<file path="src/rtl/lpt_regs.svh">
// Timing constants and encodings for the load pipe timing model
// Overview of operation
// - Figures assume a level 1 data cache hit
// - Unaligned 64-bit straddle adds one cycle
// - Simple loads 3 (2 forwarded), 1/cycle, slots 11
// - Minus or complex shift: 5 (4), 1/3, 01
// - Writeback base ready 1, or 3 complex
// - Pointer chase forward cuts one cycle
// - Dual word load always issues alone
// - Multi load N=(regs+1)/2, 3+N-1, 1/N
// - Program counter loads flush; 8, 10, 8+N-1
// - Preload 1 cycle, complex 3 at 1/3
// - Acquire loads 3 (2), slot 01; pairs alone
// - Pair X 4 (3) 1/2 01, alone with writeback; W 3 (2) alone
// - Indexed pair: X 4 (3),2; W 3 (2),1
// - Signed word pair 3, no forward, alone
`ifndef LPT_REGS_SVH
`define LPT_REGS_SVH
`define LPT_LAT_SIMPLE   5'h03
`define LPT_LAT_COMPLEX  5'h05
`define LPT_LAT_PAIR_X   5'h04
`define LPT_LAT_PRE_CPX  5'h03
`define LPT_LAT_PRE      5'h01
`define LPT_LAT_BRANCH   5'h08
`define LPT_LAT_BR_CPX   5'h0a
`define LPT_WB_SIMPLE    5'h01
`define LPT_WB_COMPLEX   5'h03
`define LPT_WB_PAIR_X    5'h02
`define LPT_RPT_ONE      5'h01
`define LPT_RPT_TWO      5'h02
`define LPT_RPT_THREE    5'h03
`define LPT_DUAL_BOTH    2'h3
`define LPT_DUAL_YOUNG   2'h1
`define LPT_DUAL_NONE    2'h0
`define LPT_DUAL_OLD_BIT 1
`define LPT_DUAL_YNG_BIT 0
`endif

</file>
<file path="src/rtl/lpt_pkg.sv">
// Types for the load pipe timing model
package lpt_pkg;
  // Load classes presented by the issue logic
  typedef enum logic [3:0] {
    LPT_SINGLE      = 4'h0,
    LPT_SINGLE_CPX  = 4'h1,
    LPT_PRELOAD     = 4'h2,
    LPT_PRELOAD_CPX = 4'h3,
    LPT_ACQUIRE     = 4'h4,
    LPT_ACQ_PAIR    = 4'h5,
    LPT_DUAL_WORD   = 4'h6,
    LPT_PAIR_W      = 4'h7,
    LPT_PAIR_X      = 4'h8,
    LPT_PAIR_SW     = 4'h9,
    LPT_MULTI       = 4'ha
  } lpt_class_e;
  // One issue request
  typedef struct packed {
    lpt_class_e  cls;
    logic        wback;
    logic        writes_pc;
    logic        fwd_ok;
    logic        unaligned;
    logic [4:0]  nregs;
  } lpt_req_s;
  // Timing figures for one request
  typedef struct packed {
    logic [4:0] lat;
    logic [4:0] wb_lat;
    logic [4:0] repeat_gap;
    logic [1:0] slots;
    logic       has_wb;
    logic       flush;
  } lpt_timing_s;
  // Per-counter state
  typedef enum logic [1:0] {
    LPT_IDLE = 2'b01,
    LPT_RUN  = 2'b10
  } lpt_cnt_e;
endpackage

</file>
<file path="src/rtl/lpt_decode.sv">
// Combinational timing table for one load request
`timescale 1ns/1ps
`include "lpt_regs.svh"
module lpt_decode
  import lpt_pkg::*;
(
  // Request in
  input  wire lpt_req_s    req,
  // Figures out
  output lpt_timing_s      tim
);
  logic [4:0] n_beats;   // Beat count of a multi load
  logic       cut;       // Forward path applies

  // Table lookup
  always_comb begin
    n_beats = 5'((6'(req.nregs) + 6'h01) >> 1);
    cut     = req.fwd_ok;
    tim     = '0;
    tim.repeat_gap = `LPT_RPT_ONE;
    tim.slots      = `LPT_DUAL_BOTH;
    tim.has_wb     = req.wback;
    tim.wb_lat     = `LPT_WB_SIMPLE;
    case (req.cls)
      LPT_SINGLE: begin
        tim.lat = `LPT_LAT_SIMPLE;
      end
      LPT_SINGLE_CPX: begin
        tim.lat        = `LPT_LAT_COMPLEX;
        tim.repeat_gap = `LPT_RPT_THREE;
        tim.slots      = `LPT_DUAL_YOUNG;
        tim.wb_lat     = `LPT_WB_COMPLEX;
      end
      LPT_PRELOAD: begin
        tim.lat = `LPT_LAT_PRE;
        cut     = 1'b0;
      end
      LPT_PRELOAD_CPX: begin
        tim.lat        = `LPT_LAT_PRE_CPX;
        tim.repeat_gap = `LPT_RPT_THREE;
        tim.slots      = `LPT_DUAL_YOUNG;
        cut            = 1'b0;
      end
      LPT_ACQUIRE: begin
        tim.lat   = `LPT_LAT_SIMPLE;
        tim.slots = `LPT_DUAL_YOUNG;
      end
      LPT_ACQ_PAIR: begin
        tim.lat   = `LPT_LAT_SIMPLE;
        tim.slots = `LPT_DUAL_NONE;
      end
      LPT_DUAL_WORD: begin
        tim.lat   = `LPT_LAT_SIMPLE;
        tim.slots = `LPT_DUAL_NONE;
      end
      LPT_PAIR_W: begin
        tim.lat   = `LPT_LAT_SIMPLE;
        tim.slots = `LPT_DUAL_NONE;
      end
      LPT_PAIR_X: begin
        tim.lat        = `LPT_LAT_PAIR_X;
        tim.repeat_gap = `LPT_RPT_TWO;
        tim.slots      = req.wback ? `LPT_DUAL_NONE
                                   : `LPT_DUAL_YOUNG;
        tim.wb_lat     = `LPT_WB_PAIR_X;
      end
      LPT_PAIR_SW: begin
        tim.lat   = `LPT_LAT_SIMPLE;
        tim.slots = `LPT_DUAL_NONE;
        cut       = 1'b0;
      end
      LPT_MULTI: begin
        tim.lat        = 5'(`LPT_LAT_SIMPLE + n_beats - 5'h01);
        tim.repeat_gap = n_beats;
        tim.slots      = `LPT_DUAL_NONE;
        tim.wb_lat     = n_beats;
      end
      default: begin
        tim.lat = `LPT_LAT_SIMPLE;
      end
    endcase
    // Program counter writers: flush, branch latency (8, 10 complex, 8+N-1 multi), alone
    if (req.writes_pc) begin
      tim.flush = 1'b1;
      tim.slots = `LPT_DUAL_NONE;
      cut       = 1'b0;
      if (req.cls == LPT_MULTI)
        tim.lat = 5'(`LPT_LAT_BRANCH + n_beats - 5'h01);
      else if (req.cls == LPT_SINGLE_CPX)
        tim.lat = `LPT_LAT_BR_CPX;
      else
        tim.lat = `LPT_LAT_BRANCH;
      tim.repeat_gap = tim.lat;
    end
    if (cut)
      tim.lat = 5'(tim.lat - 5'h01);
    if (req.unaligned)
      tim.lat = 5'(tim.lat + 5'h01);
  end
endmodule

</file>
<file path="src/rtl/lpt_countdown.sv">
// Loadable down counter that pulses when it reaches zero
`timescale 1ns/1ps
module lpt_countdown
  import lpt_pkg::*;
(
  // Clock and reset
  input  wire logic       sys_clk,
  input  wire logic       sys_rst,
  // Control
  input  wire logic       load,
  input  wire logic [4:0] count,
  // Status
  output logic            busy,
  output logic            done
);
  lpt_cnt_e   state, next_state;   // Idle or counting
  logic [4:0] cnt, next_cnt;       // Cycles left
  logic       next_done;           // Expiry pulse

  // Next state
  always_comb begin
    next_state = state;
    next_cnt   = cnt;
    next_done  = 1'b0;
    case (state)
      LPT_IDLE: begin
        next_state = LPT_IDLE;
      end
      LPT_RUN: begin
        if (cnt == 5'h00) begin
          next_done  = 1'b1;
          next_state = LPT_IDLE;
        end else begin
          next_cnt = 5'(cnt - 5'h01);
        end
      end
      default: next_state = LPT_IDLE;
    endcase
    // A new load restarts the count; an older count expiring on the same edge still pulses
    if (load) begin
      if (count == 5'h00) begin
        // Zero count expires at the loading edge itself
        next_done  = 1'b1;
        next_state = LPT_IDLE;
      end else begin
        next_state = LPT_RUN;
        next_cnt   = 5'(count - 5'h01);
      end
    end
  end

  // Registers
  always_ff @(posedge sys_clk) begin
    if (sys_rst) begin
      state <= LPT_IDLE;
      cnt   <= 5'h00;
      done  <= 1'b0;
    end else begin
      state <= next_state;
      cnt   <= next_cnt;
      done  <= next_done;
    end
  end

  assign busy = (state == LPT_RUN);
endmodule

</file>
<file path="src/rtl/lpt_load_timing.sv">
// Load pipe timing model: issue gating, result and writeback timing
`timescale 1ns/1ps
`include "lpt_regs.svh"
module lpt_load_timing
  import lpt_pkg::*;
(
  // Clock and reset
  input  wire logic     sys_clk,
  input  wire logic     sys_rst,
  // Issue request and slot
  input  wire logic     req_valid,
  input  wire lpt_req_s req,
  input  wire logic     req_young,
  input  wire logic     req_paired,
  input  wire logic     cache_hit,
  // Issue answer
  output logic          req_accept,
  output logic          req_stall,
  // Completion
  output logic          data_ready,
  output logic          base_ready,
  output logic          pipe_flush
);
  lpt_timing_s tim;                       // Figures for the request
  logic        slot_ok;                   // Slot legal for class
  logic        gap_clear;                 // Repeat spacing met
  logic        take;                      // Request accepted now
  logic [4:0]  gap, next_gap;             // Cycles until next issue
  logic        flush_pend, next_flush_pend;
  logic        data_done, base_done;      // Counter expiry pulses
  logic        next_accept, next_stall;
  logic        next_flush;

  // Class table
  lpt_decode u_decode (
    .req (req),
    .tim (tim)
  );

  // Slot check: bit 1 older slot, bit 0 younger
  always_comb begin
    if (!req_paired)
      slot_ok = 1'b1;
    else if (req_young)
      slot_ok = tim.slots[`LPT_DUAL_YNG_BIT];
    else
      slot_ok = tim.slots[`LPT_DUAL_OLD_BIT];
  end

  // Only hits are timed; misses are refused
  assign gap_clear = (gap == 5'h00);
  assign take      = req_valid && cache_hit && slot_ok
                     && gap_clear && !flush_pend;

  // Repeat spacing and flush tracking
  always_comb begin
    next_gap        = (gap != 5'h00) ? 5'(gap - 5'h01) : 5'h00;
    next_flush_pend = flush_pend;
    next_flush      = 1'b0;
    if (take) begin
      next_gap = 5'(tim.repeat_gap - 5'h01);
      if (tim.flush)
        next_flush_pend = 1'b1;
    end
    if (flush_pend && data_done) begin
      next_flush      = 1'b1;
      next_flush_pend = 1'b0;
    end
    next_accept = take;
    next_stall  = req_valid && !take;
  end

  // Registers
  always_ff @(posedge sys_clk) begin
    if (sys_rst) begin
      gap        <= 5'h00;
      flush_pend <= 1'b0;
      req_accept <= 1'b0;
      req_stall  <= 1'b0;
      pipe_flush <= 1'b0;
    end else begin
      gap        <= next_gap;
      flush_pend <= next_flush_pend;
      req_accept <= next_accept;
      req_stall  <= next_stall;
      pipe_flush <= next_flush;
    end
  end

  // Expiry flops drive the completion pins directly, no extra stage
  assign data_ready = data_done;
  assign base_ready = base_done;

  // Result latency timer
  lpt_countdown u_data (
    .sys_clk (sys_clk),
    .sys_rst (sys_rst),
    .load    (take),
    .count   (5'(tim.lat - 5'h01)),
    .busy    (),
    .done    (data_done)
  );

  // Base writeback timer, parallel with the access
  lpt_countdown u_base (
    .sys_clk (sys_clk),
    .sys_rst (sys_rst),
    .load    (take && tim.has_wb),
    .count   (5'(tim.wb_lat - 5'h01)),
    .busy    (),
    .done    (base_done)
  );
endmodule

</file>
<file path="config.mk">
export PLATFORM = sky130hd
export DESIGN_NAME = lpt_load_timing
export DESIGN_NICKNAME = d
export VERILOG_FILES = /design/src/rtl/lpt_pkg.sv /design/src/rtl/lpt_decode.sv /design/src/rtl/lpt_countdown.sv /design/src/rtl/lpt_load_timing.sv
export VERILOG_INCLUDE_DIRS = /design/src /design/src/rtl
export SDC_FILE = /design/constraint.sdc
export NUM_CORES = 1
export LEC_CHECK = 0
export BUFFER_PORTS_ARGS = -buffer_cell sky130_fd_sc_hd__buf_2
export CORE_MARGIN = 3
export CORE_UTILIZATION = 30
export CTS_CLUSTER_DIAMETER = 100
export DETAILED_ROUTE_END_ITERATION = 10
export HOLD_SLACK_MARGIN = 0.03
export PLACE_DENSITY = 0.52
export SYNTH_ARGS = -nofsm -noshare
export SYNTH_HDL_FRONTEND = slang
export SYNTH_SLANG_ARGS = --single-unit
</file>
<file path="constraint.sdc">
create_clock -name sys_clk -period 6.9 [get_ports sys_clk]
set_input_delay 1.725 -clock sys_clk [delete_from_list [all_inputs] [get_ports sys_clk]]
set_output_delay 1.725 -clock sys_clk [all_outputs]
set_load 0.01 [all_outputs]
</file>
==> impl_metrics.json, run 1 <==
{
  "status": "finished clean",
  "p_per_area_nw_per_um2": 175,
  "fin_crit_ns": 5.71,
  "setup_ws_ns": 1.19,
  "yosys_warnings": 0,
  "relSlewSlack": 0.588,
  "r2r_end": "u_base.state[0]$_SDFFE_PP1P_",
  "grt_overflow": 0,
  "clock_latency_ns": 0.27,
  "total_power_uw": 480,
  "die_h_um": 97.4,
  "antenna_found_initial": 0,
  "pin_count": 24,
  "postCtsSetupRepairBufs": 0,
  "cts.sinks": 25,
  "netlist.area_leader.share": 0.200,
  "rsz0062_at_grt": "false",
  "cp.arrival_ns": 5.87,
  "worst_setup_path_end_kind": "flop",
  "worst-r2r-setup-slack_ns": 4.57,
  "syn_area_per_cell_um2": 8.32,
  "synth_edf_count": 0,
  "clockRootBuffer": "clkbuf_8",
  "syn_area_um2": 2500,
  "worst-r2r-cell-count": 8,
  "cp_data_required_time_ns": 7.05,
  "pwr-share-comb": 0.463,
  "hp-start": "flush_pend$_SDFFE_PP0P_",
  "grt_pass1_wl_um": 9150,
  "start_util": 0.316,
  "rows": 32,
  "power_frac_seq": 0.355,
  "synth_top_cell_by_area": "dfxtp_1",
  "ys_async_sr_fraction": 0,
  "synth_fp_nets": 335,
  "path_class": "in2reg",
  "clk_pin_slew_ns": 0.09,
  "drive_gt1_frac": 0.173,
  "fmax_mhz": 175,
  "diodes": 0,
  "cts-resized-gates": 0,
  "avgRoutedWirePerCell_um": 12.6,
  "grt_util_met3": 0.0108,
  "dpl_worst_slack_ns": 0.907,
  "grt_pass1_vias": 1982,
  "multi_input_area_um2": 1870,
  "critPathBufInv": 1,
  "final.period_utilization": 0.828,
  "dp_hpwl_um": 4300,
  "tightest_slew_ns": 0.617,
  "synthTopCellsByArea": "dfxtp_1 (20%), ha_1 (7.5%), xnor2_1 (7.0%)",
  "grt_busiest_layer": "met2",
  "drtIter0Drc": 74,
  "syn_to_final_growth_pct": 9.65,
  "place.gp.congestion": 0.813,
  "ys_seq_area_frac": 0.200,
  "crit_slowest_cell": "xnor3_1",
  "slowest_delay_ns": 0.47,
  "path_cells": "buf_2 > ha_1 > xnor2_2 > ha_1 > nor4bb_1 > o211ai_1 > o31a_2 > ha_1 > mux2i_2 > ha_1 > mux2i_1 > ha_1 > xnor3_1 > o311ai_0 > xnor2_1 > a311oi_1 > a211oi_1",
  "skew_ns": 0.00599,
  "netlist_instances": 301,
  "synth_ff_type": "dfxtp_1",
  "synth_seq_cells": 25,
  "grtUsageMet2": 0.177,
  "cts_max_level": 1,
  "power_frac_clock": 0.181,
  "timing.rr.start": "gap[0]$_SDFF_PP0_",
  "die_x_um": 97.4,
  "clock_path_buffers": 2,
  "coreArea_um2": 7930,
  "cts_hold_buffers": 0,
  "cts_tree": "yes",
  "setup_tns_ns": 0,
  "track_usage": 0.114,
  "whs_path_depth": 1,
  "worst_hold_slack_ns": 0.490,
  "vdd_drop_max_uv": 74.3,
  "hold_viol_final": 0,
  "crit_path_frequent_cell": "ha_1",
  "seqCellArea_um2": 500,
  "synth_most_common_cell": "nand2_1",
  "grt_use_met1": 0.164,
  "p_int_uw": 299,
  "firstDrtPassIters": 4,
  "critPathMaxFanout": 7,
  "viasPerCell": 5.03,
  "grt_max_degree": 23,
  "hold_class": "reg2reg",
  "fill_cells": 863,
  "switching_share": 0.376,
  "drcViolationCount": 0,
  "routed_wl_um": 5300,
  "fp.dieArea_um2": 9480,
  "leakage_nw": 1.04,
  "fin_nets": 353,
  "finalSetupViolCount": 0,
  "cp_top_family": "adder cells",
  "antenna_left": 0,
  "drv_cap": 0,
  "power_switching_uw": 181,
  "num_vias": 2111,
  "cts_inserted_buffers": 3,
  "holdPathEnd": "pipe_flush$_SDFF_PP0_",
  "synth_commonest_cells": "nand2_1 (28), dfxtp_1 (25), inv_1 (21)",
  "portBuffers": 23,
  "netlist-cell-type-count": 72,
  "finalMaxSlewViolations": 0,
  "setup.worst_path.start_class": "input port"
}
cell families (layout without fill, tap and decap cells):
group | count (synthesis) | count (layout) | share of synthesized area
AOI/OAI and AO/OA | 74 | 74 | 0.218
xor gates and xnor gates | 32 | 32 | 0.147
adders and majority gates | 15 | 15 | 0.0750
buffers and inverters | 32 | 49 | 0.0535
DFF | 25 | 25 | 0.200
muxes | 7 | 7 | 0.0315
and+or+nand+nor | 116 | 116 | 0.275
stage by stage:
stage,util,cells,cell area [µm²]
floorplan,-,301,2500
global placement,0.340,416,2700
detailed placement,0.340,416,2700
CTS,0.346,420,2750
global route,0.346,420,2750
finish,0.346,420,2750
routing by layer:
metal,share of wire,wire [µm],vias up
met4,0.020,107,0
met3,0.023,123,8
li1,-,-,1129
met5,0,0,-
met1,0.53,2800,945
met2,0.43,2270,29
area by class of cell:
class / instances / area share
Sequential cell: 25 / 0.182
Inverter: 21 / 0.0287
Tap cell: 102 / 0.0465
Clock inverter: 1 / 0.00182
Clock buffer: 3 / 0.0150
Timing Repair Buffer: 24 / 0.0447
Multi-Input combinational cell: 244 / 0.681
power groups by stage:
stage | logic [mW] | registers (mW) | clock network, mW
floorplan | 0.180 | 0.172 | 0
finish | 0.222 | 0.171 | 0.0870
detailed placement | 0.222 | 0.174 | 0
global route | 0.250 | 0.172 | 0.0982
global placement | 0.221 | 0.173 | 0
CTS | 0.224 | 0.170 | 0.0904
worst max-delay path by stage:
stage | from | endpoint | slack [ns] | cells after the start
3_3_place_gp | req[0] | u_data.cnt[3]$_SDFF_PP0_ | 0.95 | 17
4_1_cts | req[0] | u_data.cnt[3]$_SDFF_PP0_ | 1.19 | 17
5_1_grt | req[0] | u_data.cnt[3]$_SDFF_PP0_ | 0.80 | 17
3_5_place_dp | req[0] | u_data.cnt[3]$_SDFF_PP0_ | 0.91 | 17
2_1_floorplan | req[0] | u_data.cnt[3]$_SDFF_PP0_ | 1.38 | 16
6_report | req[0] | u_data.cnt[3]$_SDFF_PP0_ | 1.19 | 17
state kept, by name, indices dropped and copies added (netlist names):
name	flops
flush_pend	1
pipe_flush	1
gap	5
req_accept	1
u_data.state	2
u_base.cnt	5
u_base.state	2
req_stall	1
u_data.cnt	5
u_base.done	1
u_data.done	1
cell usage in the layout, fill, tap and decap left out, drive strengths merged, types with 9 or more instances in the layout:
cell	count
nor2	20
o21ai	11
ha	15
dfxtp	25
xnor2	26
buf	24
inv	21
nor3	9
nand3	9
a21oi	19
nand2	29
No activity file was read; power rests on OpenSTA's default activity.
==> run 2, diff against run 1 <==
==> constraint.sdc (replaced) <==
create_clock -name sys_clk -period 5.33 [get_ports sys_clk]
set_input_delay 1.3325 -clock sys_clk [delete_from_list [all_inputs] [get_ports sys_clk]]
set_output_delay 1.3325 -clock sys_clk [all_outputs]
set_load 0.01 [all_outputs]
==> run 2 against run 1 <==
First-iteration DRC count decreased by 12%. Critical endpoint unchanged. Largest cell class unchanged. Via count is 2.9% higher. Clock skew is 0.0030 ns lower. Critical path type unchanged. Global-route usage grew 0.59 points. Power is 33% higher. Die area unchanged. Register-to-register slack lost 1.5 ns. Combinational power is 37% higher.
==> impl_metrics.json, run 2 (synthesis gave the netlist of run 1 again) <==
{
  "path_class": "in2reg",
  "die_x_um": 97.4,
  "crit_slowest_cell": "xnor3_1",
  "num_vias": 2173,
  "fp.dieArea_um2": 9480,
  "layout.cells.most_common": "nand2_1",
  "holdPathEnd": "gap[0]$_SDFF_PP0_",
  "grt_overflow": 0,
  "cp_data_required_time_ns": 5.48,
  "drcViolationCount": 0,
  "cts_tree": "yes",
  "final_cell_mix": "nand2_1 (28), dfxtp_1 (25), buf_2 (23)",
  "p_per_area_nw_per_um2": 228,
  "grtUsageMet2": 0.190,
  "diodes": 0,
  "critPathMaxFanout": 4,
  "worstSetupStartpoint": "req[0]",
  "worst-r2r-setup-slack_ns": 3.03,
  "skew_ns": 0.00299,
  "total_power_uw": 639,
  "start_util": 0.316,
  "pwr-share-comb": 0.476,
  "drive_gt1_frac": 0.190,
  "track_usage": 0.120,
  "worst_setup_path_end_kind": "flop",
  "top_regs": "gap x5, u_base.cnt x5, u_data.cnt x5",
  "routed_wl_um": 5540,
  "fmax_mhz": 200,
  "power_frac_clock": 0.179,
  "cts_inserted_buffers": 3,
  "switching_share": 0.373,
  "hold_class": "reg2reg",
  "grt_busiest_layer": "met2",
  "relSlewSlack": 0.564,
  "fin_nets": 361,
  "grt_use_met1": 0.172,
  "leakage_nw": 1.08,
  "finalSetupViolCount": 0,
  "grt_pass1_vias": 1970,
  "place.gp.congestion": 0.777,
  "crit_path_frequent_cell": "ha_1",
  "portBuffers": 23,
  "coreArea_um2": 7930,
  "clock_path_buffers": 2,
  "syn_to_final_growth_pct": 12.0,
  "cts_hold_buffers": 0,
  "grt_util_met3": 0.0115,
  "grt_pass1_wl_um": 9580,
  "r2r_end": "u_base.state[0]$_SDFFE_PP1P_",
  "firstDrtPassIters": 4,
  "worst-r2r-cell-count": 8,
  "die_h_um": 97.4,
  "rows": 32,
  "p_int_uw": 401,
  "whs_path_depth": 1,
  "drtIter0Drc": 65,
  "dp_hpwl_um": 4500,
  "setup.worst_path.start_class": "input port",
  "avgRoutedWirePerCell_um": 12.9,
  "power_switching_uw": 238,
  "fin_crit_ns": 4.99,
  "antenna_left": 0,
  "drv_cap": 0,
  "vdd_drop_max_uv": 93.2,
  "path_cells": "buf_2 > ha_1 > xnor2_2 > ha_1 > nor4bb_1 > o211ai_1 > o31a_2 > ha_1 > mux2i_2 > ha_1 > mux2i_1 > ha_1 > xnor3_1 > o311ai_0 > xnor2_1 > a311oi_1 > a211oi_1",
  "postCtsSetupRepairBufs": 0,
  "hp-start": "gap[0]$_SDFF_PP0_",
  "setup_tns_ns": 0,
  "hold_viol_final": 0,
  "clockRootBuffer": "clkbuf_8",
  "clock_latency_ns": 0.27,
  "timing.rr.start": "gap[0]$_SDFF_PP0_",
  "antenna_found_initial": 0,
  "cts_max_level": 1,
  "finalMaxSlewViolations": 0,
  "cp.arrival_ns": 5.15,
  "tightest_slew_ns": 0.649,
  "power_frac_seq": 0.345,
  "final.period_utilization": 0.937,
  "viasPerCell": 5.08,
  "pin_count": 24,
  "clk_pin_slew_ns": 0.09,
  "rsz0062_at_grt": "false",
  "slowest_delay_ns": 0.41,
  "cts.sinks": 25,
  "cts-resized-gates": 0,
  "status": "finished clean",
  "grt_max_degree": 23
}
## run 2: changes by cell type in the layout (fill, tap and decap cells not counted), sizes merged
cell    previous run  this run
buf               24        32
clkbuf             3         4
clkinv             1         0
## run 2: per-layer routing
metal / part of all wire / up-vias
met4: 0.014 / 0
met5: 0 / -
met3: 0.021 / 6
met1: 0.51 / 988
li1: - / 1149
met2: 0.45 / 30
## run 2: power groups by stage
stage	combinational [mW]	clock (mW)	sequential, mW
after floorplan	0.233	0	0.223
after global placement	0.301	0	0.225
after detailed placement	0.305	0	0.225
after CTS	0.306	0.117	0.221
after global routing	0.344	0.125	0.224
final	0.305	0.114	0.220
## run 2: how the worst max path moves through the flow
stage	to	slack (ns)
finish	u_data.cnt[3]$_SDFF_PP0_	0.34
global route	u_data.cnt[3]$_SDFF_PP0_	0.01
CTS	u_data.cnt[3]$_SDFF_PP0_	0.30
detailed placement	u_data.cnt[3]$_SDFF_PP0_	0.01
global placement	u_data.cnt[3]$_SDFF_PP0_	0.13
floorplan	u_data.cnt[3]$_SDFF_PP0_	0.21
## run 2: area by class of cell
cell class / count / area [µm²]
Clock buffer: 4 / 45.0
Multi-Input combinational cell: 244 / 1870
Timing Repair Buffer: 32 / 183
Inverter: 21 / 78.8
Sequential cell: 25 / 500
Tap cell: 102 / 128
Fill cell: 858 / 5120
## run 2: worst max-delay path: cells and delay by family
family,cells,cell delay (ns)
multiplexers,2,0.39
AND/OR/NAND/NOR,1,0.25
XOR/XNOR,3,0.74
adder cells (fa/ha/maj),5,1.27
AO/OA/AOI/OAI,5,1.06
buffers and inverters,1,0.11
## run 2: per-stage QoR
step           hold WS, ns  instances  instance area (µm²)   util  setup WS, ns
5_1_grt              0.524        428                 2800  0.354        0.0119
6_report             0.490        428                 2800  0.354         0.337
3_5_place_dp         0.479        424                 2760  0.348        0.0115
2_1_floorplan        0.449        301                 2500      -         0.206
3_3_place_gp         0.477        424                 2760  0.348         0.128
4_1_cts              0.493        428                 2800  0.354         0.300
